<file path="src/verilog/rtc_ctrl_regs.svh">
// Purpose: Register offsets, field positions, reset values and timing figures
// Assumes: Four-bit address and data bus, 250 MHz system clock
// Notes:   Definitions only
`ifndef RTC_CTRL_REGS_SVH
`define RTC_CTRL_REGS_SVH

// ****************************************************************
// Register offsets
// ****************************************************************
`define RTC_ADDR_TEST      4'h0
`define RTC_ADDR_LEAP      4'hd
`define RTC_ADDR_RUN       4'he
`define RTC_ADDR_INT       4'hf

// ****************************************************************
// Field positions
// ****************************************************************
`define RTC_BIT_REPEAT     3
`define RTC_BIT_FLAG       3
`define RTC_BIT_TEST       3
`define RTC_BIT_RUN        0
`define RTC_SEL_HALF       0
`define RTC_SEL_FIVE       1
`define RTC_SEL_LONG       2

// ****************************************************************
// Reset values
// ****************************************************************
`define RTC_RST_SEL        3'h0
`define RTC_RST_NIBBLE     4'h0
`define RTC_RST_RUN        1'b0
`define RTC_RST_TEST       1'b0
`define RTC_RST_CNT        36'h0

// ****************************************************************
// Timing figures: intervals in ms, clock in kHz
// ****************************************************************
`define RTC_HALF_MS        64'd500
`define RTC_FIVE_MS        64'd5000
`define RTC_LONG_MS        64'd60000
`define RTC_CLK_KHZ        64'd250000
`define RTC_CNT_ONE        36'h1

`endif

</file>
<file path="src/verilog/rtc_ctrl_pkg.sv">
// Purpose: Shared types of the interrupt and control block
// Assumes: Constants live in rtc_ctrl_regs.svh
// Notes:   One-hot interval timer states
package rtc_ctrl_pkg;

  // Interval timer states, one-hot
  typedef enum logic [3:0]
  {
    TMR_IDLE      = 4'b0001,
    TMR_TIMING    = 4'b0010,
    TMR_WAIT_STAT = 4'b0100,
    TMR_WAIT_NEXT = 4'b1000
  } rtc_tmr_state_e;

  typedef logic [35:0] rtc_cnt_t;

endpackage

</file>
<file path="src/verilog/rtc_pin_filter.sv">
// Purpose: Three-stage pin synchroniser with agreement filter
// Assumes: Inputs are asynchronous to sys_clk
// Notes:   Output changes only when stages two and three agree
`timescale 1ns/1ps

module rtc_pin_filter
#(
  parameter int          WIDTH = 3,
  parameter logic [2:0]  INIT  = 3'h7
)
(
  input  wire logic             sys_clk,
  input  wire logic             reset_n,
  input  wire logic [WIDTH-1:0] pin_in,
  output logic      [WIDTH-1:0] pin_lvl
);

  logic [WIDTH-1:0] s1_ff;
  logic [WIDTH-1:0] s2_ff;
  logic [WIDTH-1:0] s3_ff;

  // ****************************************************************
  // Synchroniser chain; first stage feeds only the second
  // ****************************************************************
  always_ff @(posedge sys_clk or negedge reset_n)
  begin
    if (!reset_n)
    begin
      s1_ff <= INIT[WIDTH-1:0];
      s2_ff <= INIT[WIDTH-1:0];
      s3_ff <= INIT[WIDTH-1:0];
    end
    else
    begin
      s1_ff <= pin_in;
      s2_ff <= s1_ff;
      s3_ff <= s2_ff;
    end
  end

  // Accept a bit only once stages two and three agree
  always_ff @(posedge sys_clk or negedge reset_n)
  begin
    if (!reset_n)
      pin_lvl <= INIT[WIDTH-1:0];
    else
      pin_lvl <= (s2_ff & ~(s2_ff ^ s3_ff)) |
                 (pin_lvl & (s2_ff ^ s3_ff));
  end

endmodule

</file>
<file path="src/verilog/rtc_ctrl.sv">
// Purpose: Interval interrupt timer, leap-year, run and test control of the clock
// Assumes: Bus pins are asynchronous; data and address stable around strobes
// Notes:   Interval counts are parameters so simulation can shorten them
`timescale 1ns/1ps

`include "rtc_ctrl_regs.svh"

// Contract
// Write at 15: bits 2..0 pick 0.5 s, 5 s, 60 s interval; zero disables
// Bit 3 zero: timer stops after one period until software rewrites it
// Bit 3 one: timer restarts on the read strobe after the status read
// Read at 15 returns interval echo and interrupt-occurred flag in bit 3
// Host initialises by writing no-interrupt then reading 15 three times
// Write at 13 loads the one-hot write-only leap-year state
// Bit 0 at address 14 starts or stops the clock
// Host leaves test mode by writing bit 3 zero at address 0
// Address 15 accepts both reads and writes
// Open-drain interrupt pulls low on expiry, cleared by status read
// Interrupt flag clears on the trailing edge of the status read strobe
// Four-bit registers, four-bit address, low chip select, read and write strobes
module rtc_ctrl
  import rtc_ctrl_pkg::*;
#(
  parameter rtc_cnt_t HALF_CYC = 36'(`RTC_HALF_MS * `RTC_CLK_KHZ),
  parameter rtc_cnt_t FIVE_CYC = 36'(`RTC_FIVE_MS * `RTC_CLK_KHZ),
  parameter rtc_cnt_t LONG_CYC = 36'(`RTC_LONG_MS * `RTC_CLK_KHZ)
)
(
  input  wire logic       sys_clk,
  input  wire logic       reset_n,
  input  wire logic [3:0] addr,
  input  wire logic       chip_sel_n,
  input  wire logic       write_strobe_n,
  input  wire logic       read_strobe_n,
  input  wire logic [3:0] data_in,
  output logic      [3:0] data_out,
  output logic            data_oe,
  output logic            int_out,
  output logic            int_oe,
  output logic      [3:0] leap_year_state,
  output logic            clock_run,
  output logic            test_mode
);

  // ****************************************************************
  // Pin synchronisation and strobe edges
  // ****************************************************************
  logic [2:0]     pin_lvl;
  logic [2:0]     pin_prev_ff;
  logic           wr_lead;
  logic           wr_trail;
  logic           rd_lead;
  logic           rd_trail;
  logic           wr_sel_ff;
  logic           rd_sel_ff;
  logic [3:0]     wr_addr_ff;
  logic [3:0]     rd_addr_ff;
  logic           wr_go;
  logic           wr_int;
  logic           rd_int;
  logic           rd_int_done;
  logic [2:0]     sel_ff;
  logic           repeat_ff;
  logic           flag_ff;
  logic           int_ff;
  logic           expire;
  rtc_cnt_t       cnt_ff;
  rtc_tmr_state_e state_ff;
  rtc_tmr_state_e nxt_state;

  // Bit 2 chip select, bit 1 write strobe, bit 0 read strobe
  rtc_pin_filter #(.WIDTH(3), .INIT(3'h7)) u_pin_filter
  (
    .sys_clk (sys_clk),
    .reset_n (reset_n),
    .pin_in  ({chip_sel_n, write_strobe_n, read_strobe_n}),
    .pin_lvl (pin_lvl)
  );

  always_ff @(posedge sys_clk or negedge reset_n)
  begin
    if (!reset_n)
      pin_prev_ff <= 3'h7;
    else
      pin_prev_ff <= pin_lvl;
  end

  assign wr_lead  = pin_prev_ff[1] & ~pin_lvl[1];
  assign wr_trail = ~pin_prev_ff[1] & pin_lvl[1];
  assign rd_lead  = pin_prev_ff[0] & ~pin_lvl[0];
  assign rd_trail = ~pin_prev_ff[0] & pin_lvl[0];

  // ****************************************************************
  // Cycle capture: select and address at the leading edge
  // ****************************************************************
  // Chip select is caught early; it may rise soon after the strobe
  always_ff @(posedge sys_clk or negedge reset_n)
  begin
    if (!reset_n)
    begin
      wr_sel_ff  <= 1'b0;
      rd_sel_ff  <= 1'b0;
      wr_addr_ff <= `RTC_RST_NIBBLE;
      rd_addr_ff <= `RTC_RST_NIBBLE;
    end
    else
    begin
      if (wr_lead)
      begin
        wr_sel_ff  <= ~pin_lvl[2];
        wr_addr_ff <= addr;
      end
      if (rd_lead)
      begin
        rd_sel_ff  <= ~pin_lvl[2];
        rd_addr_ff <= addr;
      end
    end
  end

  // Writes take effect at the trailing edge, where data is valid
  assign wr_go       = wr_trail & wr_sel_ff;
  assign wr_int      = wr_go & (wr_addr_ff == `RTC_ADDR_INT);
  assign rd_int      = rd_lead & ~pin_lvl[2] & (addr == `RTC_ADDR_INT);
  assign rd_int_done = rd_trail & rd_sel_ff & (rd_addr_ff == `RTC_ADDR_INT);

  // ****************************************************************
  // Write-only control registers
  // ****************************************************************
  always_ff @(posedge sys_clk or negedge reset_n)
  begin
    if (!reset_n)
    begin
      leap_year_state <= `RTC_RST_NIBBLE;
      clock_run       <= `RTC_RST_RUN;
      test_mode       <= `RTC_RST_TEST;
    end
    else if (wr_go)
    begin
      if (wr_addr_ff == `RTC_ADDR_LEAP)
        leap_year_state <= data_in;
      else if (wr_addr_ff == `RTC_ADDR_RUN)
        clock_run <= data_in[`RTC_BIT_RUN];
      else if (wr_addr_ff == `RTC_ADDR_TEST)
        test_mode <= data_in[`RTC_BIT_TEST];
    end
  end

  // Interval selection and mode
  always_ff @(posedge sys_clk or negedge reset_n)
  begin
    if (!reset_n)
    begin
      sel_ff    <= `RTC_RST_SEL;
      repeat_ff <= 1'b0;
    end
    else if (wr_int)
    begin
      sel_ff    <= data_in[2:0];
      repeat_ff <= data_in[`RTC_BIT_REPEAT];
    end
  end

  // ****************************************************************
  // Interval timer
  // ****************************************************************
  // Non one-hot codes resolve to the longest selected interval
  function automatic rtc_cnt_t limit_of(input logic [2:0] sel);
    if (sel[`RTC_SEL_LONG])
      limit_of = LONG_CYC;
    else if (sel[`RTC_SEL_FIVE])
      limit_of = FIVE_CYC;
    else
      limit_of = HALF_CYC;
  endfunction

  assign expire = (state_ff == TMR_TIMING) && !wr_int &&
                  (cnt_ff >= limit_of(sel_ff) - `RTC_CNT_ONE);

  always_comb
  begin
    nxt_state = state_ff;
    case (state_ff)
      TMR_IDLE:      nxt_state = TMR_IDLE;
      TMR_TIMING:
      begin
        if (expire)
          nxt_state = repeat_ff ? TMR_WAIT_STAT : TMR_IDLE;
      end
      TMR_WAIT_STAT:
      begin
        if (rd_int_done)
          nxt_state = TMR_WAIT_NEXT;
      end
      TMR_WAIT_NEXT:
      begin
        if (rd_trail)
          nxt_state = TMR_TIMING;
      end
      default:       nxt_state = TMR_IDLE;
    endcase
    // A write always rearms or disables the timer
    if (wr_int)
      nxt_state = (data_in[2:0] != `RTC_RST_SEL) ? TMR_TIMING : TMR_IDLE;
  end

  always_ff @(posedge sys_clk or negedge reset_n)
  begin
    if (!reset_n)
      state_ff <= TMR_IDLE;
    else
      state_ff <= nxt_state;
  end

  // Counter runs only while timing; restarts from zero on entry to timing, but a rewrite while already timing keeps the count
  always_ff @(posedge sys_clk or negedge reset_n)
  begin
    if (!reset_n)
      cnt_ff <= `RTC_RST_CNT;
    else if (nxt_state != TMR_TIMING || state_ff != TMR_TIMING || expire)
      cnt_ff <= `RTC_RST_CNT;
    else
      cnt_ff <= cnt_ff + `RTC_CNT_ONE;
  end

  // ****************************************************************
  // Interrupt flag and open-drain output
  // ****************************************************************
  // Expiry wins over a clear in the same cycle so no event is lost
  always_ff @(posedge sys_clk or negedge reset_n)
  begin
    if (!reset_n)
    begin
      flag_ff <= 1'b0;
      int_ff  <= 1'b0;
    end
    else if (expire)
    begin
      flag_ff <= 1'b1;
      int_ff  <= 1'b1;
    end
    else if (rd_int_done)
    begin
      flag_ff <= 1'b0;
      int_ff  <= 1'b0;
    end
  end

  assign int_out = 1'b0;
  assign int_oe  = int_ff;

  // ****************************************************************
  // Read path: only the status location is driven by this block
  // ****************************************************************
  always_ff @(posedge sys_clk or negedge reset_n)
  begin
    if (!reset_n)
    begin
      data_out <= `RTC_RST_NIBBLE;
      data_oe  <= 1'b0;
    end
    else
    begin
      if (rd_int)
      begin
        data_out <= {flag_ff, sel_ff};
        data_oe  <= 1'b1;
      end
      else if (rd_trail || pin_lvl[0])
        data_oe  <= 1'b0;
    end
  end

  // ****************************************************************
  // Assertions
  // ****************************************************************
  a_interval_load: assert property (@(posedge sys_clk) disable iff (!reset_n)
    wr_int |=> sel_ff == $past(data_in[2:0]))
    else $error("interval select not loaded");

  a_disable_idle: assert property (@(posedge sys_clk) disable iff (!reset_n)
    wr_int && data_in[2:0] == `RTC_RST_SEL |=> state_ff == TMR_IDLE)
    else $error("zero select did not disable timer");

  a_single_stop: assert property (@(posedge sys_clk) disable iff (!reset_n)
    expire && !repeat_ff |=> state_ff == TMR_IDLE ##1 state_ff == TMR_IDLE)
    else $error("single shot timer kept running");

  a_repeat_restart: assert property (@(posedge sys_clk) disable iff (!reset_n)
    state_ff == TMR_WAIT_NEXT && rd_trail && !wr_int |=>
      state_ff == TMR_TIMING && cnt_ff == `RTC_RST_CNT)
    else $error("repeat timer did not restart");

  a_status_echo: assert property (@(posedge sys_clk) disable iff (!reset_n)
    rd_int |=> data_oe && data_out == {$past(flag_ff), $past(sel_ff)})
    else $error("status read data wrong");

  a_leap_load: assert property (@(posedge sys_clk) disable iff (!reset_n)
    wr_go && wr_addr_ff == `RTC_ADDR_LEAP |=> leap_year_state == $past(data_in))
    else $error("leap-year state not loaded");

  a_run_ctrl: assert property (@(posedge sys_clk) disable iff (!reset_n)
    wr_go && wr_addr_ff == `RTC_ADDR_RUN |=> clock_run == $past(data_in[`RTC_BIT_RUN]))
    else $error("run control not loaded");

  a_int_pin: assert property (@(posedge sys_clk) disable iff (!reset_n)
    expire |=> int_oe && flag_ff)
    else $error("interrupt pin not driven on expiry");

  a_flag_clear: assert property (@(posedge sys_clk) disable iff (!reset_n)
    rd_int_done && !expire |=> !flag_ff && !int_oe)
    else $error("flag not cleared by status read");

  a_bus_select: assert property (@(posedge sys_clk) disable iff (!reset_n)
    $rose(data_oe) |-> !$past(pin_lvl[2]) && $past(addr) == `RTC_ADDR_INT)
    else $error("data driven without select at status address");

endmodule

</file>
<file path="config.mk">
export PLATFORM = sky130hd
export DESIGN_NAME = rtc_ctrl
export DESIGN_NICKNAME = d
export VERILOG_FILES = /design/src/verilog/rtc_ctrl_pkg.sv /design/src/verilog/rtc_pin_filter.sv /design/src/verilog/rtc_ctrl.sv
export VERILOG_INCLUDE_DIRS = /design/src /design/src/verilog
export SDC_FILE = /design/constraint.sdc
export NUM_CORES = 1
export LEC_CHECK = 0
export BUFFER_PORTS_ARGS = -buffer_cell sky130_fd_sc_hd__buf_2
export CORE_ASPECT_RATIO = 0.5
export CORE_MARGIN = 2
export CORE_UTILIZATION = 60
export CTS_BUF_LIST = sky130_fd_sc_hd__clkbuf_16
export CTS_CLUSTER_DIAMETER = 120
export DETAILED_ROUTE_END_ITERATION = 6
export GPL_TIMING_DRIVEN = 1
export HOLD_SLACK_MARGIN = 0.12
export PLACE_DENSITY = 0.76
export SYNTH_ARGS = -nofsm -noshare
export SYNTH_HDL_FRONTEND = slang
export SYNTH_HIERARCHICAL = 1
export SYNTH_SLANG_ARGS = --single-unit
</file>
<file path="constraint.sdc">
create_clock -name sys_clk -period 4.4 [get_ports sys_clk]
set_clock_uncertainty 0.1 [all_clocks]
set_input_delay 1.32 -clock sys_clk [delete_from_list [all_inputs] [get_ports sys_clk]]
set_output_delay 1.32 -clock sys_clk [all_outputs]
set_load 0.02 [all_outputs]
</file>
==> flow_summary.toml <==
[logic_synthesis]
synthCells = 363
syn_avg_cell_area_um2 = 11.06
synth_adder_area_share_pct = 8.006
synth_xor_area_share_pct = 7.632
synth_mux_area_share_pct = 5.888
ys_async_sr_fraction_pct = 100.0
ys_ff_latch = 80
synth-simple-area-share_pct = 19.44
yosysSeqAreaShare_pct = 50.31
ys_types = 53
syn_area_um2 = 4016
synth_top_family_by_area = "simple AND/OR/NAND/NOR gates"
synth_compound_gate_area_share_pct = 6.324
ys.warnings.count = 6
synth_edf_count = 0
synth-main-ff-cell = "dfrtp_1"

[global_routing]
gr-total-overflow = 0
antenna_found_initial = 0
grt.total_usage_pct = 22.50
grt_pass1_vias = 2710
grt_pass1_wl_um = 12510
grt_max_degree = 81

[sta]
fin_crit_sh_pct = 74.43
drv_slew = 0
rsz0062_at_grt = "no"
relSlewSlack_pct = 34.89
tns_ps = 0
setup_viol = 0
fin_crit_ps = 3275
worst_pin_slew_ps = 976.6
fmax_ghz = 0.3053
hold_violations = 0

[die]
die_w_um = 119.7
rows = 21
ios = 26
design.die.area_um2 = 7404
initial_core_util_pct = 61.14
dieHeight_um = 61.86
core_area_um2 = 6569

[layout]
drive_above_1_share_pct = 21.41
insertedDiodeCount = 0
post-route-util_pct = 68.88
nNetsFinal = 428
mostFrequentLayoutCells = "65 x dfrtp_1, 56 x nor2_1, 25 x nand3_1"
area_growth_pct = 12.65
mostFrequentLayoutCell = "dfrtp_1"
fillers = 479

[critical_path]
path_max_fanout = 33
cp_slowest_cell = "o221ai_4"
worstPathRequired_ps = 4480
reg2regPathDepth = 9
start_kind = "register"
critPathTopFamily = "compound AO/OA/AOI/OAI gates"
arrival_ps = 3360
cp_slowest_stage_delay_ps = 710
path_cells = "nor2b_1 -> inv_1 -> ha_1 -> nand4bb_1 -> a211oi_1 -> o41ai_1 -> a311o_1 -> o221ai_4 -> nor2_1"
cp_num_buf_inv = 1
crit_path_end_kind = "register"
path_class = "reg2reg"
crit_cells = 9

[route]
route.vias.total = 2820
dr_wl_met3_um = 370
highest_layer = "met4"
drt_iter0_drc = 216
dr_wl_met2_um = 3738
drc = 0
drtAntennaViolNets = 0
dr.pass1.iters = 4
vias_per_cell = 5.767
routedWlPerCell_um = 15.81
wl_um = 7733
wl_met1_um = 3501

[clock_network]
cts_resized = 0
path_clk_slew_ps = 60
clkSinkCount = 80
cts-root-buf = "clkbuf_16"
post_cts_buffers = 0
htreeDepth = 3
cts_buffers = 9
clk-insertion-delay-late_ps = 340
cts_hold_buf = 0
tritoncts = "yes"
clock_path_buffers = 2

[hold_path]
min_path_cells = 0
hp-class = "reg2reg"

[power]
peakVddDrop_uv = 339.1
power_leakage_nw = 1.992
p_per_area_nw_per_um2 = 439.4

[run]
cap_violations = 0

[place]
port_buffers = 24
gp_congestion = 0.9173
dpl.hpwl_um = 5371

[status]
status = "complete, no violations"
cells in the mapped netlist, types with 2 or more instances:
library cell   n  area share, %
nor3_1         9            1.1
or3_1          3           0.47
nor2_1        56            5.2
dfstp_2       15            9.8
buf_6          3           0.84
a21oi_1        8            1.0
mux2_2        21            5.9
nand3_1       25            3.1
conb_1         2           0.19
clkbuf_1       2           0.19
a211oi_1       2           0.37
nor2b_1        4           0.62
o21ai_0        6           0.75
nand2_1       17            1.6
and3_1         7            1.1
nor4_4         2            1.1
xnor2_1       15            3.3
nand2b_1       2           0.31
buf_2          2           0.25
o32ai_1        2           0.44
xor2_1        20            4.4
maj3_2         3           0.84
nand4_1       11            1.7
a21o_1         3           0.56
and4_1         3           0.65
ha_1          23            7.2
dfrtp_1       65             40
inv_1          7           0.65
worst reg2reg max path, cell delays in order, from the launching register on:
cell and delay, ps:
dfrtp_1 420, nor2b_1 350, inv_1 160, ha_1 330
nand4bb_1 130, a211oi_1 220, o41ai_1 120, a311o_1 430
o221ai_4 710, nor2_1 150
kinds of logic (layout without fill, tap and decap cells):
| family | Yosys count | in the layout |
|---|---|---|
| AOI/OAI and AO/OA | 34 | 34 |
| xor gates and xnor gates | 35 | 35 |
| and+or+nand+nor | 149 | 149 |
| muxes | 21 | 21 |
| adders and majority gates | 26 | 26 |
| DFF | 80 | 80 |
| other | 2 | 3 |
| buffers and inverters | 16 | 49 |
per-layer routing:
layer | up-vias | track usage (%)
met5 | - | 0
met4 | 0 | 9.916
met3 | 14 | 6.661
met2 | 72 | 39.02
met1 | 1384 | 27.34
li1 | 1350 | -
cell type report:
class                   count  area (um2)  share of cell area [%]
multi-input cells         268        1911                   42.23
well taps                  92       115.1                   2.544
clock inverters             7       88.84                   1.963
inverters                   7       26.28                  0.5808
clock buffers               9       225.2                   4.978
repair buffers             26       137.6                   3.042
flip-flops and latches     80        2021                   44.66
sequential cells by signal, summed over array words and instances, names as in the netlist, 4 cells and up, named ones only:
name and cells:
data_out 4, state_ff 4, wr_addr_ff 4, rd_addr_ff 4
cnt_ff 36, leap_year_state 4
through the flow:
step                      instances  area, um2  hold WS (ps)  power [W]  worst slack [ps]
after floorplan                 364       4020         245.2   0.001110              1926
after global placement          473       4210         245.9   0.001202              1282
after detailed placement        473       4210         248.2   0.001221              1181
after CTS                       489       4524         256.6   0.002007              1174
after global routing            489       4524         263.5   0.002085             939.9
final                           489       4524         255.2   0.001988              1125
path summary, 6_finish.rpt:
kind	from	to	slack, ps
worst max register to register	sel_ff[1]	cnt_ff[23]	1120
worst min register to register	u_pin_filter/s1_ff[1]	u_pin_filter/s2_ff[1]	260
worst max-delay path	sel_ff[1]	cnt_ff[23]	1120
worst min-delay path	u_pin_filter/s1_ff[1]	u_pin_filter/s2_ff[1]	260
max in group asynchronous	reset_n	cnt_ff[19]	2530
min in group asynchronous	reset_n	data_oe	1040
where the power goes:
part,switching (W),internal (W),leakage [nW]
Clock,0.000287,0.000492,0.160
Sequential,0.0000598,0.000826,1.03
Combinational,0.000191,0.000132,0.806
Total,0.000538,0.00145,1.99
No activity file was read; power rests on OpenSTA's default activity.
